## config.mk

```make
export PLATFORM = sky130hd
export DESIGN_NAME = tsm_timer_split
export DESIGN_NICKNAME = d
export VERILOG_FILES = /design/src/pkg/tsm_pkg.sv /design/src/rtl/tsm_timer_split.sv
export SDC_FILE = /design/constraint.sdc
export NUM_CORES = 1
export LEC_CHECK = 0
export BUFFER_PORTS_ARGS = -buffer_cell sky130_fd_sc_hd__buf_2
export CORE_ASPECT_RATIO = 1.4
export CORE_MARGIN = 10
export CORE_UTILIZATION = 40
export CTS_CLUSTER_DIAMETER = 200
export DETAILED_ROUTE_END_ITERATION = 16
export HOLD_SLACK_MARGIN = 0.1
export PLACE_DENSITY = 0.6
export REMOVE_ABC_BUFFERS = 1
export SLEW_MARGIN = 0
export SYNTH_ARGS = -nofsm -noshare
export SYNTH_HDL_FRONTEND = slang
export SYNTH_SLANG_ARGS = --single-unit
```

## constraint.sdc

```tcl
create_clock -name ref_clk_i -period 6.2 [get_ports ref_clk_i]
set_input_delay 0.62 -clock ref_clk_i [delete_from_list [all_inputs] [get_ports ref_clk_i]]
set_output_delay 0.62 -clock ref_clk_i [all_outputs]
set_load 0.005 [all_outputs]
```

## src/pkg/tsm_pkg.sv

```systemverilog
/*
 * Constants for the first-timer split mode and run/flag control register.
 * Assumes an 8-bit special-function bus with byte and single-bit writes.
 */
package tsm_pkg;

  // ----------------------------------------------------------------
  // Register map
  // ----------------------------------------------------------------
  localparam logic [7:0] TSM_CTRL_ADDR  = 8'h88;
  localparam logic [7:0] TSM_CTRL_RESET = 8'h00;
  localparam logic [4:0] TSM_CTRL_BITBASE = 5'h11; // 0x88 >> 3

  // ----------------------------------------------------------------
  // Field positions of timer_run_flag_control
  // ----------------------------------------------------------------
  localparam int TSM_TF1_BIT = 7;
  localparam int TSM_TR1_BIT = 6;
  localparam int TSM_TF0_BIT = 5;
  localparam int TSM_TR0_BIT = 4;
  localparam int TSM_IE1_BIT = 3;
  localparam int TSM_IT1_BIT = 2;
  localparam int TSM_IE0_BIT = 1;
  localparam int TSM_IT0_BIT = 0;

  // ----------------------------------------------------------------
  // Count register select for direct loads
  // ----------------------------------------------------------------
  localparam logic [1:0] TSM_SEL_T0_LOW  = 2'h0;
  localparam logic [1:0] TSM_SEL_T0_HIGH = 2'h1;
  localparam logic [1:0] TSM_SEL_T1_LOW  = 2'h2;
  localparam logic [1:0] TSM_SEL_T1_HIGH = 2'h3;

  // ----------------------------------------------------------------
  // Timer modes
  // ----------------------------------------------------------------
  typedef enum logic [1:0] {
    TSM_MODE_13BIT  = 2'b00,
    TSM_MODE_16BIT  = 2'b01,
    TSM_MODE_RELOAD = 2'b10,
    TSM_MODE_SPLIT  = 2'b11
  } tsm_mode_t;

endpackage

```

## src/rtl/tsm_timer_split.sv

```systemverilog
/*
 * First and second counter/timer with split mode and the shared run and
 * flag control register. Assumes the CPU drives the register port and the
 * interrupt acknowledges on ref_clk_i; pins are asynchronous.
 */
module tsm_timer_split
  import tsm_pkg::*;
(
  input  wire logic       ref_clk_i,
  input  wire logic       rst_n_i,
  input  wire logic [7:0] sfr_addr_i,
  input  wire logic       sfr_wr_i,
  input  wire logic [7:0] sfr_wdata_i,
  input  wire logic       bit_wr_i,
  input  wire logic [7:0] bit_addr_i,
  input  wire logic       bit_val_i,
  input  wire logic       cnt_wr_i,
  input  wire logic [1:0] cnt_sel_i,
  input  wire logic [1:0] t0_mode_i,
  input  wire logic [1:0] t1_mode_i,
  input  wire logic       first_counter_select_i,
  input  wire logic       first_timer_gate_i,
  input  wire logic       second_counter_select_i,
  input  wire logic       second_timer_gate_i,
  input  wire logic       t0_sysclk_sel_i,
  input  wire logic       t1_sysclk_sel_i,
  input  wire logic       prescale_tick_i,
  input  wire logic       t0_count_pin_i,
  input  wire logic       t1_count_pin_i,
  input  wire logic       first_ext_irq_input_i,
  input  wire logic       second_ext_irq_input_i,
  input  wire logic       t0_irq_ack_i,
  input  wire logic       t1_irq_ack_i,
  input  wire logic       ext0_irq_ack_i,
  input  wire logic       ext1_irq_ack_i,
  output logic      [7:0] sfr_rdata_o,
  output logic      [7:0] timer_run_flag_control_o,
  output logic      [7:0] t0_low_count_byte_o,
  output logic      [7:0] t0_high_count_byte_o,
  output logic     [15:0] t1_count_o,
  output logic            t1_overflow_o
);

  // ----------------------------------------------------------------
  // Pin synchronisers: t0 pin, t1 pin, first_ext_irq_input, second_ext_irq_input
  // ----------------------------------------------------------------
  logic [3:0] pin_raw;
  logic [3:0] sy1_q;
  logic [3:0] sy2_q;
  logic [3:0] sy3_q;
  assign pin_raw = {second_ext_irq_input_i, first_ext_irq_input_i,
                    t1_count_pin_i, t0_count_pin_i};

  genvar gi;
  generate
    for (gi = 0; gi < 4; gi++) begin : g_sync
      always_ff @(posedge ref_clk_i or negedge rst_n_i) begin
        if (!rst_n_i) begin
          sy1_q[gi] <= 1'b0;
          sy2_q[gi] <= 1'b0;
          sy3_q[gi] <= 1'b0;
        end else begin
          sy1_q[gi] <= pin_raw[gi];
          sy2_q[gi] <= sy1_q[gi];
          sy3_q[gi] <= sy2_q[gi];
        end
      end
    end
  endgenerate

  logic t0_pin_fall;
  logic t1_pin_fall;
  logic first_ext_irq_input_act;
  logic second_ext_irq_input_act;
  logic first_ext_irq_input_rise;
  logic second_ext_irq_input_rise;
  assign t0_pin_fall = sy3_q[0] & ~sy2_q[0];
  assign t1_pin_fall = sy3_q[1] & ~sy2_q[1];
  assign first_ext_irq_input_act    = sy2_q[2];
  assign second_ext_irq_input_act    = sy2_q[3];
  assign first_ext_irq_input_rise   = sy2_q[2] & ~sy3_q[2];
  assign second_ext_irq_input_rise   = sy2_q[3] & ~sy3_q[3];

  // ----------------------------------------------------------------
  // Count step: returns {overflow, high, low}
  // ----------------------------------------------------------------
  function automatic logic [16:0] tsm_step(input logic [1:0] mode,
                                           input logic [7:0] lo,
                                           input logic [7:0] hi);
    logic [13:0] s13;
    logic [16:0] s16;
    logic [8:0]  s8;
    s13 = 14'({hi, lo[4:0]}) + 14'h0001;
    s16 = 17'({hi, lo}) + 17'h0_0001;
    s8  = 9'(lo) + 9'h001;
    case (mode)
      TSM_MODE_13BIT:  tsm_step = {s13[13], s13[12:5], lo[7:5], s13[4:0]};
      TSM_MODE_16BIT:  tsm_step = s16;
      TSM_MODE_RELOAD: tsm_step = {s8[8], hi, s8[8] ? hi : s8[7:0]};
      default:         tsm_step = {s8[8], hi, s8[7:0]};
    endcase
  endfunction

  // ----------------------------------------------------------------
  // Control register and counters
  // ----------------------------------------------------------------
  logic [7:0]  ctrl_q, ctrl_d;
  logic [7:0]  tl0_q, tl0_d, th0_q, th0_d;
  logic [7:0]  tl1_q, tl1_d, th1_q, th1_d;
  logic        t1_ovf_q, t1_ovf_d;
  logic [7:0]  rdata_q, rdata_d;
  logic        split, tr0, tr1;
  logic        tick0, tick1, run0, run1, hi_run;
  logic        t0_ovf, t1_ovf, hi_ovf;
  logic [16:0] s0, s1;
  logic [8:0]  hs;
  logic [7:0]  set_v, clr_v;
  logic        byte_wr, bit_hit;

  assign split = (t0_mode_i == TSM_MODE_SPLIT);
  assign tr0   = ctrl_q[TSM_TR0_BIT];
  assign tr1   = ctrl_q[TSM_TR1_BIT];
  assign byte_wr = sfr_wr_i & (sfr_addr_i == TSM_CTRL_ADDR);
  assign bit_hit = bit_wr_i & (bit_addr_i[7:3] == TSM_CTRL_BITBASE);

  always_comb begin
    // Clock path or external pin for the low byte / first timer
    tick0 = first_counter_select_i ? t0_pin_fall
          : (t0_sysclk_sel_i ? 1'b1 : prescale_tick_i);
    run0  = tr0 & (~first_timer_gate_i | first_ext_irq_input_act);
    // Split second timer: internal clock only, run by its mode
    tick1 = (~split & second_counter_select_i) ? t1_pin_fall
          : (t1_sysclk_sel_i ? 1'b1 : prescale_tick_i);
    run1  = (t1_mode_i != TSM_MODE_SPLIT)
          & (split | (tr1 & (~second_timer_gate_i | second_ext_irq_input_act)));
    hi_run = split & tr1 & (t0_sysclk_sel_i ? 1'b1 : prescale_tick_i);
    s0 = tsm_step(t0_mode_i, tl0_q, th0_q);
    s1 = tsm_step(t1_mode_i, tl1_q, th1_q);
    hs = 9'(th0_q) + 9'h001;
    t0_ovf = run0 & tick0 & s0[16];
    t1_ovf = run1 & tick1 & s1[16];
    hi_ovf = hi_run & hs[8];
    tl0_d = tl0_q;
    th0_d = th0_q;
    tl1_d = tl1_q;
    th1_d = th1_q;
    if (run0 & tick0) begin
      tl0_d = s0[7:0];
      if (!split) begin
        th0_d = s0[15:8];
      end
    end
    if (hi_run) begin
      th0_d = hs[7:0];
    end
    if (run1 & tick1) begin
      tl1_d = s1[7:0];
      th1_d = s1[15:8];
    end
    if (cnt_wr_i) begin
      case (cnt_sel_i)
        TSM_SEL_T0_LOW:  tl0_d = sfr_wdata_i;
        TSM_SEL_T0_HIGH: th0_d = sfr_wdata_i;
        TSM_SEL_T1_LOW:  tl1_d = sfr_wdata_i;
        default:         th1_d = sfr_wdata_i;
      endcase
    end
    t1_ovf_d = t1_ovf;
    // Hardware sets; they win over any clear in the same cycle
    set_v = 8'h00;
    set_v[TSM_TF0_BIT] = t0_ovf;
    set_v[TSM_TF1_BIT] = split ? hi_ovf : t1_ovf;
    set_v[TSM_IE1_BIT] = ctrl_q[TSM_IT1_BIT] ? second_ext_irq_input_rise : second_ext_irq_input_act;
    set_v[TSM_IE0_BIT] = ctrl_q[TSM_IT0_BIT] ? first_ext_irq_input_rise : first_ext_irq_input_act;
    clr_v = 8'h00;
    clr_v[TSM_TF0_BIT] = t0_irq_ack_i;
    clr_v[TSM_TF1_BIT] = t1_irq_ack_i;
    clr_v[TSM_IE1_BIT] = ext1_irq_ack_i & ctrl_q[TSM_IT1_BIT];
    clr_v[TSM_IE0_BIT] = ext0_irq_ack_i & ctrl_q[TSM_IT0_BIT];
    ctrl_d = ctrl_q & ~clr_v;
    if (byte_wr) begin
      ctrl_d = sfr_wdata_i;
    end else if (bit_hit) begin
      ctrl_d[bit_addr_i[2:0]] = bit_val_i;
    end
    ctrl_d = ctrl_d | set_v;
    rdata_d = (sfr_addr_i == TSM_CTRL_ADDR) ? ctrl_q : 8'h00;
  end

  always_ff @(posedge ref_clk_i or negedge rst_n_i) begin
    if (!rst_n_i) begin
      ctrl_q   <= TSM_CTRL_RESET;
      tl0_q    <= 8'h00;
      th0_q    <= 8'h00;
      tl1_q    <= 8'h00;
      th1_q    <= 8'h00;
      t1_ovf_q <= 1'b0;
      rdata_q  <= 8'h00;
    end else begin
      ctrl_q   <= ctrl_d;
      tl0_q    <= tl0_d;
      th0_q    <= th0_d;
      tl1_q    <= tl1_d;
      th1_q    <= th1_d;
      t1_ovf_q <= t1_ovf_d;
      rdata_q  <= rdata_d;
    end
  end

  assign sfr_rdata_o              = rdata_q;
  assign timer_run_flag_control_o = ctrl_q;
  assign t0_low_count_byte_o      = tl0_q;
  assign t0_high_count_byte_o     = th0_q;
  assign t1_count_o               = {th1_q, tl1_q};
  assign t1_overflow_o            = t1_ovf_q;
endmodule

```

## After elaboration in Yosys (flattened, before gate mapping)

Cells that the tools add are included.

| cells by class | value |
|---|---|
| order comparisons | 2 |
| reductions and logical operators | 5 |
| equal/unequal tests | 10 |
| multiplexer cells | 31 |
| bitwise operators | 32 |
| add/subtract/negate cells | 7 |

Operators with widths:

| kind | number |
|---|---|
| 2-to-1 mux 8 bit | 19 |
| case mux 17 bit (3 select lines) | 2 |
| adder 16 x 1 -> 17 bit, second input constant | 2 |
| adder 13 x 1 -> 14 bit, second input constant | 2 |
| adder 8 x 1 -> 9 bit, second input constant | 3 |
| AND 1 bit | 19 |
| AND 8 bit | 1 |
| bitwise mux 8 bit | 1 |
| equality test 2 bit, second input constant | 4 |
| equality test 8 bit, second input constant | 1 |
| 2-to-1 mux 1 bit | 8 |
| inverter 8 bit | 1 |
| bitwise OR 8 bit | 1 |
| inverter 1 bit | 7 |
| equality test 2 x 1 -> 1 bit, second input constant | 3 |
| zero test 2 bit | 3 |
| equality test 5 bit, second input constant | 1 |
| < comparator 3 x 4 -> 1 bit, second input constant | 1 |
| demux 1 bit (select 3 bit) | 1 |
| greater-or-equal comparator 3 x 1 -> 1 bit, second input constant | 1 |
| bitwise OR 1 bit | 3 |
| OR reduction 3 bit | 1 |
| inequality test 2 bit, second input constant | 1 |
| logical AND 1 bit | 1 |

| storage, ports and cells | value |
|---|---|
| flip-flop bits (word level) | 61 |
| output and inout bits | 49 |

## Longest topological paths before layout

| depth | value |
|---|---|
| depth in word-level cells | 9 |
| gate-level depth with buffers | 7 |

## Worst setup path after synthesis

No wires, ideal clock.

| path | value |
|---|---|
| path kind | in2reg |
| start | in second_timer_gate_i |
| end | reg th1_q[7] |
| arrival | 1.994 ns |
| path slack | 4.125 ns |
| buffers on the path | 0 |
| required time | 6.120 ns |
| library setup time | 0.080 ns |
| stages | 5 |
| path through | a221oi_4 > o21a_2 > or3b_4 > or4_4 > o211ai_2 |

| on the way | value |
|---|---|
| cells in the longest elaborated chain, start to end | 9 |

RTL lines:

| item | RTL line | text |
|---|---|---|
| start, declared | tsm_timer_split.sv:24 | `input wire logic second_timer_gate_i,` |
| inverter 1 bit (*) | tsm_timer_split.sv:135 | `& (split \| (tr1 & (~second_timer_gate_i \| second_ext_irq_input_act)));` |
| bitwise OR 1 bit (*) | tsm_timer_split.sv:135 |  |
| AND 1 bit (*) | tsm_timer_split.sv:135 |  |
| bitwise OR 1 bit (*) | tsm_timer_split.sv:135 |  |
| AND 1 bit (*) | tsm_timer_split.sv:135 |  |
| AND 1 bit (*) | tsm_timer_split.sv:156 | `if (run1 & tick1) begin` |
| 2-to-1 mux 8 bit (*) | tsm_timer_split.sv:156 |  |
| 2-to-1 mux 8 bit | tsm_timer_split.sv:161 | `case (cnt_sel_i)` |
| 2-to-1 mux 8 bit (*) | tsm_timer_split.sv:160 | `if (cnt_wr_i) begin` |
| named net th1_d[7] | tsm_timer_split.sv:109 | `logic [7:0] tl1_q, tl1_d, th1_q, th1_d;` |
| end signal, assigned | tsm_timer_split.sv:204 | `th1_q <= th1_d;` |
| end, declared | tsm_timer_split.sv:109 |  |

The timed path passes the listed nets; every way through them passes the cells marked *.

## Worst setup path after layout

| path | value |
|---|---|
| start | in t0_mode_i[0] |
| end | reg th0_q[5] (netlist: t0_high_count_byte_o[5]) |

| on the way | value |
|---|---|
| cells in the longest elaborated chain, start to end | 7 |

RTL lines:

| item | RTL line | text |
|---|---|---|
| start, declared | tsm_timer_split.sv:19 | `input wire logic [1:0] t0_mode_i,` |
| equality test 2 bit, or another cell as far along | tsm_timer_split.sv:96 | `case (mode)` |
| case mux 17 bit (3 select lines) | tsm_timer_split.sv:96 |  |
| 2-to-1 mux 8 bit | tsm_timer_split.sv:149 | `if (!split) begin` |
| 2-to-1 mux 8 bit | tsm_timer_split.sv:147 | `if (run0 & tick0) begin` |
| 2-to-1 mux 8 bit (*) | tsm_timer_split.sv:153 | `if (hi_run) begin` |
| 2-to-1 mux 8 bit | tsm_timer_split.sv:161 |  |
| 2-to-1 mux 8 bit (*) | tsm_timer_split.sv:160 |  |
| named net th0_d[5] | tsm_timer_split.sv:108 | `logic [7:0] tl0_q, tl0_d, th0_q, th0_d;` |
| end signal, assigned | tsm_timer_split.sv:202 | `th0_q <= th0_d;` |
| end, declared | tsm_timer_split.sv:108 |  |

Marks and branches as above.

==> parameters.txt <==
Parameter                              Value

Run status
  Result of the run    finished, final reports clean

Die
  Floorplan die area    14,140 um2
  Placeable core area    9512 um2
  Starting density of the core    40.96%
  Die span in y    136.8 um
  Number of placed I/O pins    100
  Count of standard-cell rows    42
  Overall die width    103.4 um

Clock network
  Total number of H-tree levels    3
  Clock latency on the worst-skew pair    0.33 ns
  Number of hold buffers added after CTS    0
  CTS clk-pin slew, worst paths    0.06 ns
  TritonCTS Buffers    9
  Buffer count from post-CTS setup fixing    0
  Root Buffer    clkbuf_16
  CTS tree    built
  Post-cts sizing count    0
  Clock Path Buffers    2
  Clk sink count    61

STA
  Number of max-slew violations in the final report    0
  Achievable clock frequency    404.9 MHz
  Slew at the pin with the worst max-slew slack    1.272 ns
  RSZ-0062 raised after global routing    no
  Post-route minimum period    2.470 ns
  Final setup slack of the worst path    3.730 ns
  Crit share post-route    39.84%
  Setup violation total in the final timing report    0
  Post-Route Skew    0.004922 ns
  Final-layout setup total negative slack    0 ns
  Worst relative slew slack    15.03%
  Number of hold violations in the final report    0

Placed design
  Count of buffers from port buffering    99
  Detailed-placement wirelength estimate    9531 um
  Dpl cells    661
  Worst slack, placed    3.443 ns
  Placer congestion estimate    0.9003

Worst setup path
  Type of the worst setup path    primary input to flip-flop
  Critical Path Fanout Max    16
  Worst Setup Start Kind    primary input
  Cell-by-cell trace of the critical path    buf_2 -> nand2_1 -> nor3_1 -> nand2_1 -> o21ai_0 -> a221oi_1 -> a211oi_1
  R2r endpoint    tl1_q[5]$_DFF_PN0_
  Worst setup path startpoint    t0_mode_i[0]
  Reg2Reg Setup Slack    3.82 ns
  Origin of the critical flop-to-flop path    tl1_q[0]$_DFF_PN0_
  Maximum single-stage delay on the critical path    0.91 ns
  Crit. End Element    flip-flop
  Crit path max-delay cell type    nor3_1
  Arrival time of the worst setup path    2.71 ns
  Worst Path Required    6.44 ns
  Most prevalent standard cell on the critical path    nand2_1
  Number of cell instances on the worst register-to-register path    6

Synthesis
  Post-Syn Area    3896 um2
  Register area share after synthesis    39.18%
  Top_reg_cell synth    dfrtp_1
  Count of unique library cells instantiated by Yosys    72
  #FFs+latches synth    61
  Instance count of the mapped netlist    451
  EDFF count, synth    0
  Fraction of registers with async set/reset    100.0%
  Synthesis Warnings    0
  Avg Inst Size Synth    8.639 um2

Power and ir drop
  Leakage dissipation    0.002068 uW
  Post-route total power    1257 uW
  Max IR drop VDD    0.0001471 V
  Power per standard cell area    263.5 nW/um2

Layout
  Fillers    965
  Synthesis-to-layout area growth    22.41%
  Layout cell share with drive strength beyond 1    24.59%
  Area used by multi-input combinational logic    2240 um2
  Number of diodes added for antenna fixing    0
  Number of cells in the finished layout apart from fillers    677
  FF/Latch Area    1526 um2
  Final Net Count    594

GRT
  Total global routing track utilization    18.29%
  Overflow left after global routing    0
  Global-route wire length before repair    20,160 um
  Antenna violations before repair    0
  Largest net degree at the start of global routing    62
  Via count of the first global-routing pass    3,942

Run
  Max Cap Viol    0

Min path
  Cells on Worst Hold Path    0
  Worst Hold Endpoint    sy2_q[0]$_DFF_PN0_
  Source of the worst hold timing path    sy1_q[0]$_DFF_PN0_
  Worst min path class    flip-flop to flip-flop

Detailed routing
  Detail-routed net length per standard cell    18.84 um
  Remaining routing DRC violations    0
  First drt pass iteration count    4
  Aggregate routed wire length    12,760 um
  Post-route ant nets    0
  Drt initial violations    145
  Via count of the routed design    3,881
  Via density per instance    5.733
[routing by layer]
metal / wire [um] / GRT usage [%]
met1: 4872 / 20.52
met2: 6496 / 31.14
met3: 961 / 4.038
met4: 425 / 10.00
met5: 0 / 0
[state kept, by name, indices dropped and copies added (netlist names), 2 cells and up]
| signal | cells |
|---|---|
| sfr_rdata_o | 8 |
| t0_high_count_byte_o | 8 |
| t0_low_count_byte_o | 8 |
| th1_q | 8 |
| timer_run_flag_control_o | 8 |
| tl1_q | 8 |
| sy1_q | 4 |
| sy3_q | 4 |
| sy2_q | 2 |
[synth_stat cells, types with 4 or more instances]
cell type  count  area share, %
nand4_1        7            1.1
xor2_1         4           0.90
nand2_1       59            5.7
a21oi_1       23            3.0
o22ai_1        5           0.80
dfrtp_1       61             39
inv_1         11            1.1
a22oi_1        4           0.77
and4_1         4           0.90
o31ai_1        7            1.3
nor2_1        34            3.3
o21ai_0       34            4.4
nor2b_1        9            1.4
nor3_1        11            1.4
mux2i_1       16            4.1
and2_1         9            1.4
nand3_1       16            2.1
a211oi_1      10            1.9
o211ai_1       4           0.77
clkbuf_1      18            1.7
a221oi_1       4           0.90
a31oi_1       10            1.6
and3_1         6           0.96
nand3b_1       6            1.2
nor3b_1        4           0.77
or3_1          4           0.64
[report_power, final]
group	switching (uW)	leakage [uW]	total, uW	internal (uW)
combinational	143	0.00120	260	117
clock	193	0.000127	476	283
sequential	78.4	0.000743	521	443
[cell usage in the layout (no fill, tap or decap), types with 9 or more instances in the layout]
master	synthesis	layout
nand3_1	16	16
o21ai_0	34	34
clkbuf_16	0	9
a211oi_1	10	10
buf_2	2	99
nor2b_1	9	9
inv_1	11	11
a31oi_1	10	10
a21oi_1	23	23
nor2_1	34	34
nor3_1	11	11
nand2_1	59	59
mux2i_1	16	16
dfrtp_1	61	61
and2_1	9	9
[area by class of cell]
cell class                      instances  area share [%]
Clock buffer                           10           5.010
Sequential cell                        61           32.00
Tap cell                              132           3.463
Clock inverter                          6          0.9969
Inverter                               11          0.8657
Multi-Input combinational cell        356           46.96
Timing Repair Buffer                  101           10.70
[critical path, delay by kind of cell]
family	cells	cell delay [ns]
compound gates	3	0.56
simple gates	3	1.27
buf+inv	1	0.25
[worst max-delay path by stage]
stage	end	slack [ns]
after detailed placement	t0_high_count_byte_o[5]$_DFF_PN0_	3.44
after CTS	t0_high_count_byte_o[5]$_DFF_PN0_	3.76
after floorplan	timer_run_flag_control_o[7]$_DFF_PN0_	4.05
final	t0_high_count_byte_o[5]$_DFF_PN0_	3.73
after global placement	t0_high_count_byte_o[5]$_DFF_PN0_	3.49
after global routing	t0_high_count_byte_o[5]$_DFF_PN0_	3.44
[cells by family after synthesis]
| kind of cell | count (synthesis) | synth area share (%) |
|---|---|---|
| multiplexers | 18 | 4.688 |
| AND/OR/NAND/NOR | 189 | 25.88 |
| AO/OA/AOI/OAI | 141 | 24.82 |
| adder cells (fa/ha/maj) | 3 | 0.9635 |
| XOR/XNOR | 5 | 1.124 |
| buffers and inverters | 34 | 3.340 |
| flip-flops | 61 | 39.18 |
[stage by stage]
stage	hold WS [ns]	utilization, %	area, um2
global route	0.3519	50.14	4770
global placement	0.3343	47.13	4483
floorplan	0.3244	-	3807
finish	0.3476	50.14	4770
detailed placement	0.3347	47.13	4483
CTS	0.3478	50.14	4770
(Power assumes the default switching activity.)
